**config.mk**
```make
export PLATFORM = sky130hd
export DESIGN_NAME = asr_sequencer
export DESIGN_NICKNAME = d
export VERILOG_FILES = /design/src/shared/asr_pkg.sv /design/src/rtl/asr_sequencer.sv
export SDC_FILE = /design/constraint.sdc
export NUM_CORES = 1
export LEC_CHECK = 0
export BUFFER_PORTS_ARGS = -buffer_cell sky130_fd_sc_hd__buf_2
export CAP_MARGIN = 20
export CORE_ASPECT_RATIO = 1.4
export CORE_MARGIN = 3
export CORE_UTILIZATION = 54
export CTS_CLUSTER_DIAMETER = 120
export DETAILED_ROUTE_END_ITERATION = 8
export PLACE_DENSITY = 0.76
export SLEW_MARGIN = 40
export SYNTH_ARGS = -nofsm -noshare
export SYNTH_HDL_FRONTEND = slang
export SYNTH_SLANG_ARGS = --single-unit
```
**constraint.sdc**
```tcl
create_clock -name clk -period 5.5 [get_ports clk]
set_input_delay 1.1 -clock clk [delete_from_list [all_inputs] [get_ports clk]]
set_output_delay 1.1 -clock clk [all_outputs]
set_load 0.03 [all_outputs]
```
**src/shared/asr_pkg.sv**
```systemverilog
// Constants, command layout and types for the converter readout sequencer
`default_nettype none
package asr_pkg;
   localparam int CLK_NS = 25;
   localparam int CLK_KHZ = 40000;
   localparam int SCLK_KHZ = 4190;
   localparam int DELAY_NS = 19000;
   // Rounded up so the shift clock never runs faster than its target
   localparam logic [7:0] HALF_RST = 8'((CLK_KHZ + 2 * SCLK_KHZ - 1) / (2 * SCLK_KHZ));
   localparam logic [15:0] DELAY_RST = 16'((DELAY_NS + CLK_NS - 1) / CLK_NS);
   localparam logic [7:0] CMD_START = 8'h20;
   localparam logic [7:0] CMD_READ = 8'h61;
   localparam int CMDB_WORD = 6;
   localparam int CMDB_DT = 5;
   localparam int CMDB_SELECT_TO_CLOCK_DELAY_ENABLE = 4;
   localparam int CMDB_PERIPH_SELECT_ONE = 1;
   localparam int CMDB_PERIPH_SELECT_ZERO = 0;
   localparam logic [4:0] LEN_BYTE = 5'h08;
   localparam logic [4:0] LEN_WORD = 5'h10;
   localparam logic [3:0] REG_CTRL = 4'h0;
   localparam logic [3:0] REG_DELAY = 4'h1;
   localparam logic [3:0] REG_DIV = 4'h2;
   localparam logic [3:0] REG_STATUS = 4'h3;
   localparam logic [3:0] REG_RESULT = 4'h4;
   localparam logic [3:0] REG_COUNT = 4'h5;
   localparam int CTRL_EN = 0;
   localparam int CTRL_SELF = 1;
   localparam int CTRL_MSB = 2;
   localparam int STAT_ACTIVE = 0;
   localparam int STAT_AVAIL = 1;
   localparam int STAT_FULL = 2;
   localparam int STAT_OVR = 3;
   localparam int STAT_STALL = 4;
   localparam logic [1:0] FIFO_DEPTH = 2'h2;
   typedef enum logic [2:0] {ST_IDLE, ST_WAIT, ST_LEAD, ST_SHIFT, ST_DELAY} asr_state_e;
   typedef struct packed {
      logic word;
      logic dt;
      logic select_to_clock_delay_enable;
      logic periph_select_one;
      logic periph_select_zero;
   } asr_cmd_s;
   function automatic asr_cmd_s asr_decode(input logic [7:0] b);
      asr_cmd_s c;
      c.word = b[CMDB_WORD];
      c.dt = b[CMDB_DT];
      c.select_to_clock_delay_enable = b[CMDB_SELECT_TO_CLOCK_DELAY_ENABLE];
      c.periph_select_one = b[CMDB_PERIPH_SELECT_ONE];
      c.periph_select_zero = b[CMDB_PERIPH_SELECT_ZERO];
      return c;
   endfunction
endpackage
`default_nettype wire

```
**src/rtl/asr_sequencer.sv**
```systemverilog
// Host-side sequencer that starts conversions and reads 16-bit serial results
// Operation
// - With external convert, shift only after busy line rises low to high.
// - Both peripheral selects stay high while other bus peripherals are used; bus_yield here only holds off a new transfer, one under way runs to its end.
// - Each processor-started conversion starts with an 8-bit transfer, both selects low.
// - Then a 16-bit transfer with only chip select low reads result.
// - Delay about 19 us after each transfer, then wrap queue to start.
// - Fastest setup: 4.19 MHz clock (reset divider of 5 gives 4.0 MHz), short delay, no select-to-clock delay.
// - Slow the rate by longer delay, never by slower shift clock.
// - Clock idles low; incoming data sampled on rising clock edge.
// - Command bytes are 20H for start and 61H for data transfer.
// - Upper result byte must be kept before lower byte overwrites it.
// - Gated clock, MSB first, 16-bit words, busy line as input.
// - Transmit and receive decoupled; start frame every second frame.
// - Processor-started arrangement reaches about 22 kHz conversion rate.
`default_nettype none
module asr_sequencer
   import asr_pkg::*;
(
   input wire logic clk,
   input wire logic rst,
   input wire logic [3:0] reg_addr,
   input wire logic [15:0] reg_wdata,
   input wire logic reg_wr,
   input wire logic reg_rd,
   output logic [15:0] reg_rdata,
   input wire logic bus_yield,
   input wire logic serial_result_out,
   input wire logic parallel_msb_pin,
   input wire logic conv_busy_n,
   output logic result_shift_clock,
   output logic periph_select_zero_n,
   output logic periph_select_one_n,
   output logic res_valid,
   output logic [15:0] res_data,
   input wire logic res_ready
);
   logic [2:0] pin_meta_q;
   logic [2:0] pin_sync_q;
   logic busy_prev_q;
   logic busy_rise;
   logic sample_bit;
   logic en_q;
   logic self_q;
   logic msb_q;
   logic [15:0] delay_q;
   logic [7:0] half_q;
   logic [7:0] half_eff;
   logic ovr_q;
   logic [15:0] conv_cnt_q;
   logic [15:0] rdata_q;
   asr_state_e state_q;
   logic idx_q;
   asr_cmd_s cmd_next;
   asr_cmd_s cur_q;
   logic [7:0] half_cnt_q;
   logic [4:0] bit_cnt_q;
   logic [4:0] len_cur;
   logic sclk_q;
   logic [15:0] shreg_q;
   logic [15:0] dly_cnt_q;
   logic sel0_q;
   logic sel1_q;
   logic half_done;
   logic last_fall;
   logic push;
   logic pop;
   logic full;
   logic stall;
   logic start_ok;
   logic [15:0] mem_q [2];
   logic wp_q;
   logic rp_q;
   logic [1:0] cnt_q;

   // Pins from the converter are asynchronous to clk
   always_ff @(posedge clk or posedge rst) begin
      if (rst) begin
         // Busy idles high; starting its stages high avoids a false end-of-conversion edge
         pin_meta_q <= 3'h4;
         pin_sync_q <= 3'h4;
         busy_prev_q <= 1'b1;
      end else begin
         pin_meta_q <= {conv_busy_n, parallel_msb_pin, serial_result_out};
         pin_sync_q <= pin_meta_q;
         busy_prev_q <= pin_sync_q[2];
      end
   end
   assign busy_rise = pin_sync_q[2] & ~busy_prev_q;
   // The MSB pin can be tri-stated, so other peripherals may share the input
   assign sample_bit = msb_q ? pin_sync_q[1] : pin_sync_q[0];

   assign half_eff = (half_q == 8'h00) ? 8'h01 : half_q;
   assign half_done = (half_cnt_q == 8'(half_eff - 8'h01));
   assign len_cur = cur_q.word ? LEN_WORD : LEN_BYTE;
   assign last_fall = (state_q == ST_SHIFT) && half_done && sclk_q
                      && (bit_cnt_q == 5'(len_cur - 5'h01));
   assign push = last_fall && cur_q.word;
   assign pop = res_valid && res_ready;
   assign full = (cnt_q == FIFO_DEPTH);
   // A new conversion is held back while no room is left for its result
   assign stall = en_q && self_q && !idx_q && full;
   assign start_ok = en_q && !bus_yield;
   // Queue of two commands; the start byte only every second frame
   assign cmd_next = asr_decode((self_q && !idx_q) ? CMD_START : CMD_READ);

   // Register file
   always_ff @(posedge clk or posedge rst) begin
      if (rst) begin
         en_q <= 1'b0;
         self_q <= 1'b0;
         msb_q <= 1'b0;
         delay_q <= DELAY_RST;
         half_q <= HALF_RST;
      end else if (reg_wr) begin
         case (reg_addr)
            REG_CTRL: begin
               en_q <= reg_wdata[CTRL_EN];
               self_q <= reg_wdata[CTRL_SELF];
               msb_q <= reg_wdata[CTRL_MSB];
            end
            // Rate is set here by the gap, keeping the shift clock fast
            REG_DELAY: delay_q <= reg_wdata;
            REG_DIV: half_q <= reg_wdata[7:0];
            default: begin
            end
         endcase
      end
   end

   // Overrun: a result came in with the buffer full; set wins over clear
   always_ff @(posedge clk or posedge rst) begin
      if (rst) begin
         ovr_q <= 1'b0;
      end else if (state_q == ST_WAIT && busy_rise && start_ok && full) begin
         ovr_q <= 1'b1;
      end else if (reg_wr && reg_addr == REG_STATUS && reg_wdata[STAT_OVR]) begin
         ovr_q <= 1'b0;
      end
   end

   always_ff @(posedge clk or posedge rst) begin
      if (rst) begin
         conv_cnt_q <= 16'h0000;
      end else if (push) begin
         conv_cnt_q <= 16'(conv_cnt_q + 16'h0001);
      end
   end

   always_ff @(posedge clk or posedge rst) begin
      if (rst) begin
         rdata_q <= 16'h0000;
      end else if (reg_rd) begin
         case (reg_addr)
            REG_CTRL: rdata_q <= 16'({msb_q, self_q, en_q});
            REG_DELAY: rdata_q <= delay_q;
            REG_DIV: rdata_q <= {8'h00, half_q};
            REG_STATUS: rdata_q <= 16'({stall, ovr_q, full, res_valid,
                                        state_q != ST_IDLE});
            REG_RESULT: rdata_q <= res_data;
            REG_COUNT: rdata_q <= conv_cnt_q;
            default: rdata_q <= 16'h0000;
         endcase
      end else begin
         rdata_q <= 16'h0000;
      end
   end
   assign reg_rdata = rdata_q;

   // Transfer sequencer
   always_ff @(posedge clk or posedge rst) begin
      if (rst) begin
         state_q <= ST_IDLE;
         idx_q <= 1'b0;
         cur_q <= '0;
         sel0_q <= 1'b1;
         sel1_q <= 1'b1;
         half_cnt_q <= 8'h00;
         bit_cnt_q <= 5'h00;
         sclk_q <= 1'b0;
         dly_cnt_q <= 16'h0000;
      end else begin
         case (state_q)
            ST_IDLE: begin
               if (!en_q) begin
                  idx_q <= 1'b0;
               end else if (!self_q) begin
                  state_q <= ST_WAIT;
               end else if (start_ok && !stall) begin
                  cur_q <= cmd_next;
                  // Start byte pulls both selects low, read byte only chip select
                  sel0_q <= cmd_next.periph_select_zero;
                  sel1_q <= cmd_next.periph_select_one;
                  half_cnt_q <= 8'h00;
                  bit_cnt_q <= 5'h00;
                  state_q <= cmd_next.select_to_clock_delay_enable ? ST_LEAD : ST_SHIFT;
               end
            end
            ST_WAIT: begin
               if (!en_q || self_q) begin
                  state_q <= ST_IDLE;
               end else if (busy_rise && start_ok && !full) begin
                  cur_q <= cmd_next;
                  sel0_q <= cmd_next.periph_select_zero;
                  sel1_q <= cmd_next.periph_select_one;
                  half_cnt_q <= 8'h00;
                  bit_cnt_q <= 5'h00;
                  state_q <= cmd_next.select_to_clock_delay_enable ? ST_LEAD : ST_SHIFT;
               end
            end
            ST_LEAD: begin
               if (half_done) begin
                  half_cnt_q <= 8'h00;
                  state_q <= ST_SHIFT;
               end else begin
                  half_cnt_q <= 8'(half_cnt_q + 8'h01);
               end
            end
            ST_SHIFT: begin
               if (!half_done) begin
                  half_cnt_q <= 8'(half_cnt_q + 8'h01);
               end else begin
                  half_cnt_q <= 8'h00;
                  sclk_q <= ~sclk_q;
                  if (last_fall) begin
                     // Convert select is low only for the 8 start clocks
                     sel0_q <= 1'b1;
                     sel1_q <= 1'b1;
                     dly_cnt_q <= delay_q;
                     state_q <= ST_DELAY;
                  end else if (sclk_q) begin
                     bit_cnt_q <= 5'(bit_cnt_q + 5'h01);
                  end
               end
            end
            ST_DELAY: begin
               if (!cur_q.dt || dly_cnt_q <= 16'h0001) begin
                  dly_cnt_q <= 16'h0000;
                  if (self_q) begin
                     idx_q <= ~idx_q;
                     state_q <= ST_IDLE;
                  end else begin
                     state_q <= ST_WAIT;
                  end
               end else begin
                  dly_cnt_q <= 16'(dly_cnt_q - 16'h0001);
               end
            end
            default: state_q <= ST_IDLE;
         endcase
      end
   end

   // Sample on the rising edge of the shift clock, MSB first
   always_ff @(posedge clk or posedge rst) begin
      if (rst) begin
         shreg_q <= 16'h0000;
      end else if (state_q == ST_SHIFT && half_done && !sclk_q) begin
         shreg_q <= {shreg_q[14:0], sample_bit};
      end
   end

   assign result_shift_clock = sclk_q;
   assign periph_select_zero_n = sel0_q;
   assign periph_select_one_n = sel1_q;

   // Two-entry result buffer
   always_ff @(posedge clk or posedge rst) begin
      if (rst) begin
         wp_q <= 1'b0;
         rp_q <= 1'b0;
         cnt_q <= 2'h0;
         mem_q[0] <= 16'h0000;
         mem_q[1] <= 16'h0000;
      end else begin
         if (push) begin
            mem_q[wp_q] <= shreg_q;
            wp_q <= ~wp_q;
         end
         if (pop) begin
            rp_q <= ~rp_q;
         end
         if (push && !pop) begin
            cnt_q <= 2'(cnt_q + 2'h1);
         end else if (pop && !push) begin
            cnt_q <= 2'(cnt_q - 2'h1);
         end
      end
   end
   assign res_valid = (cnt_q != 2'h0);
   assign res_data = mem_q[rp_q];

   AST_SEL_IDLE_HIGH: assert property (@(posedge clk) disable iff (rst)
      (state_q inside {ST_IDLE, ST_WAIT, ST_DELAY}) |->
         (periph_select_zero_n && periph_select_one_n))
      else $error("select low outside a transfer");

   AST_CONVERT_ONLY_START: assert property (@(posedge clk) disable iff (rst)
      !periph_select_zero_n |-> (!periph_select_one_n && !cur_q.word && self_q))
      else $error("convert select low outside the start transfer");

   AST_READ_CS_ONLY: assert property (@(posedge clk) disable iff (rst)
      (state_q == ST_SHIFT && cur_q.word) |->
         (periph_select_zero_n && !periph_select_one_n))
      else $error("read transfer selects wrong");

   AST_DELAY_LOAD: assert property (@(posedge clk) disable iff (rst)
      last_fall |=> (state_q == ST_DELAY && dly_cnt_q == $past(delay_q)))
      else $error("delay not loaded after transfer");

   AST_WRAP: assert property (@(posedge clk) disable iff (rst)
      (state_q == ST_DELAY && self_q && idx_q) ##1 (state_q == ST_IDLE) |-> !idx_q)
      else $error("queue did not wrap");

   AST_NO_START_YIELD: assert property (@(posedge clk) disable iff (rst)
      (bus_yield && state_q inside {ST_IDLE, ST_WAIT}) |=> !(state_q inside {ST_LEAD, ST_SHIFT}))
      else $error("transfer started while the bus was lent");

   AST_STALL_HOLD: assert property (@(posedge clk) disable iff (rst)
      (stall && state_q == ST_IDLE) |=> (state_q == ST_IDLE))
      else $error("conversion started with the result buffer full");

   AST_SCLK_IDLE_LOW: assert property (@(posedge clk) disable iff (rst)
      (state_q != ST_SHIFT) |-> !result_shift_clock)
      else $error("shift clock not low while idle");

   AST_SAMPLE_ON_RISE: assert property (@(posedge clk) disable iff (rst)
      $changed(shreg_q) |-> $rose(sclk_q))
      else $error("data captured off the rising edge");

   AST_EXT_AFTER_BUSY: assert property (@(posedge clk) disable iff (rst)
      ($past(state_q) == ST_WAIT && state_q == ST_SHIFT) |-> $past(busy_rise))
      else $error("shift started without busy rise");

   AST_PUSH_WORD: assert property (@(posedge clk) disable iff (rst)
      push |-> (cur_q.word && bit_cnt_q == 5'(LEN_WORD - 5'h01) && !full))
      else $error("result pushed at wrong point or into full buffer");

   AST_CLOCK_COUNT: assert property (@(posedge clk) disable iff (rst)
      last_fall |-> (bit_cnt_q == 5'(len_cur - 5'h01)) ##1 !result_shift_clock)
      else $error("transfer length wrong");
endmodule // asr_sequencer
`default_nettype wire

```
==> results.ini <==
[status]
status = finished, final reports clean

[sta]
clock.fmax_mhz = 277
hold_ws_ps = 346
rsz0062_at_grt = no
worst_pin_slew_ps = 814
min_period_over_period = 0.656
relSlewSlack = 0.456
finalCriticalPeriod_ps = 3610
setup_viol = 0
finClkSkew_ps = 9.07
hold_violations = 0
drv_slew = 0
finalSetupTns_ps = 0

[yosys]
ys_ff_latch = 157
synth_area_sq_mm = 0.00765
synthArstFlopShare = 1.00
synthFlopType = dfrtp_1
syn_avg_cell_area_sq_um = 11.6
yosysWarnings = 0
syn_nets = 697
synth-edff-count = 0
ys_seq_area_frac = 0.516
syn-instance-count = 661
synth.distinct_cells = 66

[floorplan]
core-area_sq_mm = 0.0136
num_rows = 50
initial_core_util = 0.561
die_w_um = 107
die_area_sq_mm = 0.0156
ioPinCount = 65
die_y_um = 147

[worst_setup_path]
crit_path_end_kind = register
worst-endpoint-arrival_ps = 3920
crit_required_ps = 5810
cp-start-kind = register
worstSetupPathType = register to register
path_max_fanout = 16

[grt]
overflow = 0
met1_usage = 0.324
grt_usage = 0.251
use_met2 = 0.413
grt.met3_usage = 0.0576
grt_max_degree = 119
antenna_found_initial = 0
grt_pass1_vias = 5740
grt.busiest_layer = met2
grt_pass1_wl_um = 30700

[cts]
clk_path_buf_depth = 2
post_cts_buffers = 0
postCtsResizedCells = 0
clockRootBuffer = clkbuf_16
clk-insertion-delay-late_ps = 430
hold_buffers = 0
clk_pin_slew_ps = 60
cts_htree_levels = 4
cts_tree = done
clock_sinks = 157
cts_made_buffers = 17

[placement]
hpwlAfterDp_um = 13300
gp_congestion = 0.873
postPlaceCellArea_sq_mm = 0.00811
portBuffers = 64

[detailed_routing]
wl_per_cell_um = 20.6
finalWirelength_um = 18800
firstDrtPassIters = 5
drt_iter0_markers = 505
drc = 0
vias_per_cell = 6.21
final_antenna_net_count = 0
num_vias = 5661

[worst_hold_path]
hold_path_class = register to register

[layout]
fin_nets = 753
area_growth_pct = 14.8
fin_util = 0.644
stdcell_area_sq_mm = 0.00878
layout_commonest_cell = dfrtp_1
fill_cells = 1071
final_cell_mix = 144 x dfrtp_1, 73 x mux2_2, 64 x buf_2
antenna_cells = 0
drive_gt1_frac = 0.309

[power_and_ir_drop]
ir_drop_v = 0.000205
p_per_area_mw_per_mm2 = 356
leakage_nw = 4.21

[job]
max-cap-violations = 0

==> logic make-up after synthesis <==
| kind of cell | count (synthesis) | share of synthesized area |
|---|---|---|
| compound gates | 136 | 0.126 |
| fa+ha+maj | 7 | 0.0115 |
| xor+xnor | 29 | 0.0332 |
| simple gates | 195 | 0.138 |
| flops | 157 | 0.516 |
| buf+inv | 41 | 0.0245 |
| mux | 96 | 0.151 |
==> where the power goes <==
group | switching [W] | internal (W)
Combinational | 0.000218 | 0.000183
Clock | 0.000483 | 0.000833
Sequential | 0.000145 | 0.00126
Total | 0.000846 | 0.00228
==> cell usage after synthesis, types with 5 or more instances <==
library cell,count,area [sq um]
xor2_1,17,149
dfstp_2,13,342
inv_1,10,37.5
a21oi_1,20,100
xnor2_1,12,105
dfrtp_1,144,3600
o21ai_0,26,130
a22o_1,6,52.6
mux2_4,20,300
nand3_1,23,115
nor4_1,5,31.3
nor2_1,38,143
mux2_2,73,822
o211ai_1,7,52.6
a22oi_1,15,113
nor2b_1,6,37.5
a31oi_1,10,62.6
and2_1,7,43.8
o22ai_1,6,37.5
nand2b_1,9,56.3
nand2_1,38,143
a222oi_1,13,130
nand4_1,10,62.6
and3_1,9,56.3
a21o_1,6,45.0
ha_1,7,87.6
buf_2,6,30.0
nor3_1,24,120
clkbuf_1,19,71.3
==> metrics by stage <==
stage	instances	total power (W)	worst slack [ps]
finish	911	0.00312	1890
global route	911	0.00325	1630
floorplan	661	0.00170	187
detailed placement	880	0.00181	1920
global placement	880	0.00179	2090
CTS	911	0.00313	1910
==> worst max-delay path: stages (launching register included) <==
cell and delay, ps:
dfrtp_1 530, nor4_4 380, a31oi_1 160, ha_1 320
xor2_1 200, a21boi_0 200, o2111a_1 490, and4bb_4 490
nand3b_4 310, mux2_4 410
==> flip-flops by register name, indices dropped and copies added, names as in the netlist, 2 cells and up <==
signal and count:
bit_cnt_q 5, state_q 3, conv_cnt_q 16, shreg_q 16, half_q 8, cur_q 2
reg_rdata 16, half_cnt_q 8, mem_q 32, delay_q 16, pin_meta_q 3, cnt_q 2
pin_sync_q 3, dly_cnt_q 16
==> worst paths after layout <==
check,startpoint,endpoint,slack (ps),cells past startpoint
max,half_q[3],mem_q[22],1890,9
min,pin_meta_q[0],pin_sync_q[0],350,0
max reg2reg,half_q[3],mem_q[22],1890,9
min reg2reg,pin_meta_q[0],pin_sync_q[0],350,0
max in group asynchronous,rst,delay_q[9],3790,3
min in group asynchronous,rst,shreg_q[15],720,2
==> layer usage <==
layer,vias to the layer above,routed length (um)
met5,-,0
met4,0,490
met3,41,1030
met2,211,9600
met1,2841,7650
li1,2568,-
==> layout make-up <==
cell class | count | area (sq um) | area share
multi-input combinational | 463 | 3540 | 0.404
inverter | 10 | 50.0 | 0.00570
sequential | 157 | 3950 | 0.449
tap | 182 | 228 | 0.0259
clock buffer | 19 | 453 | 0.0516
timing repair buffer | 68 | 350 | 0.0399
clock inverter | 12 | 210 | 0.0239
Power figures use the tool's default switching activity.
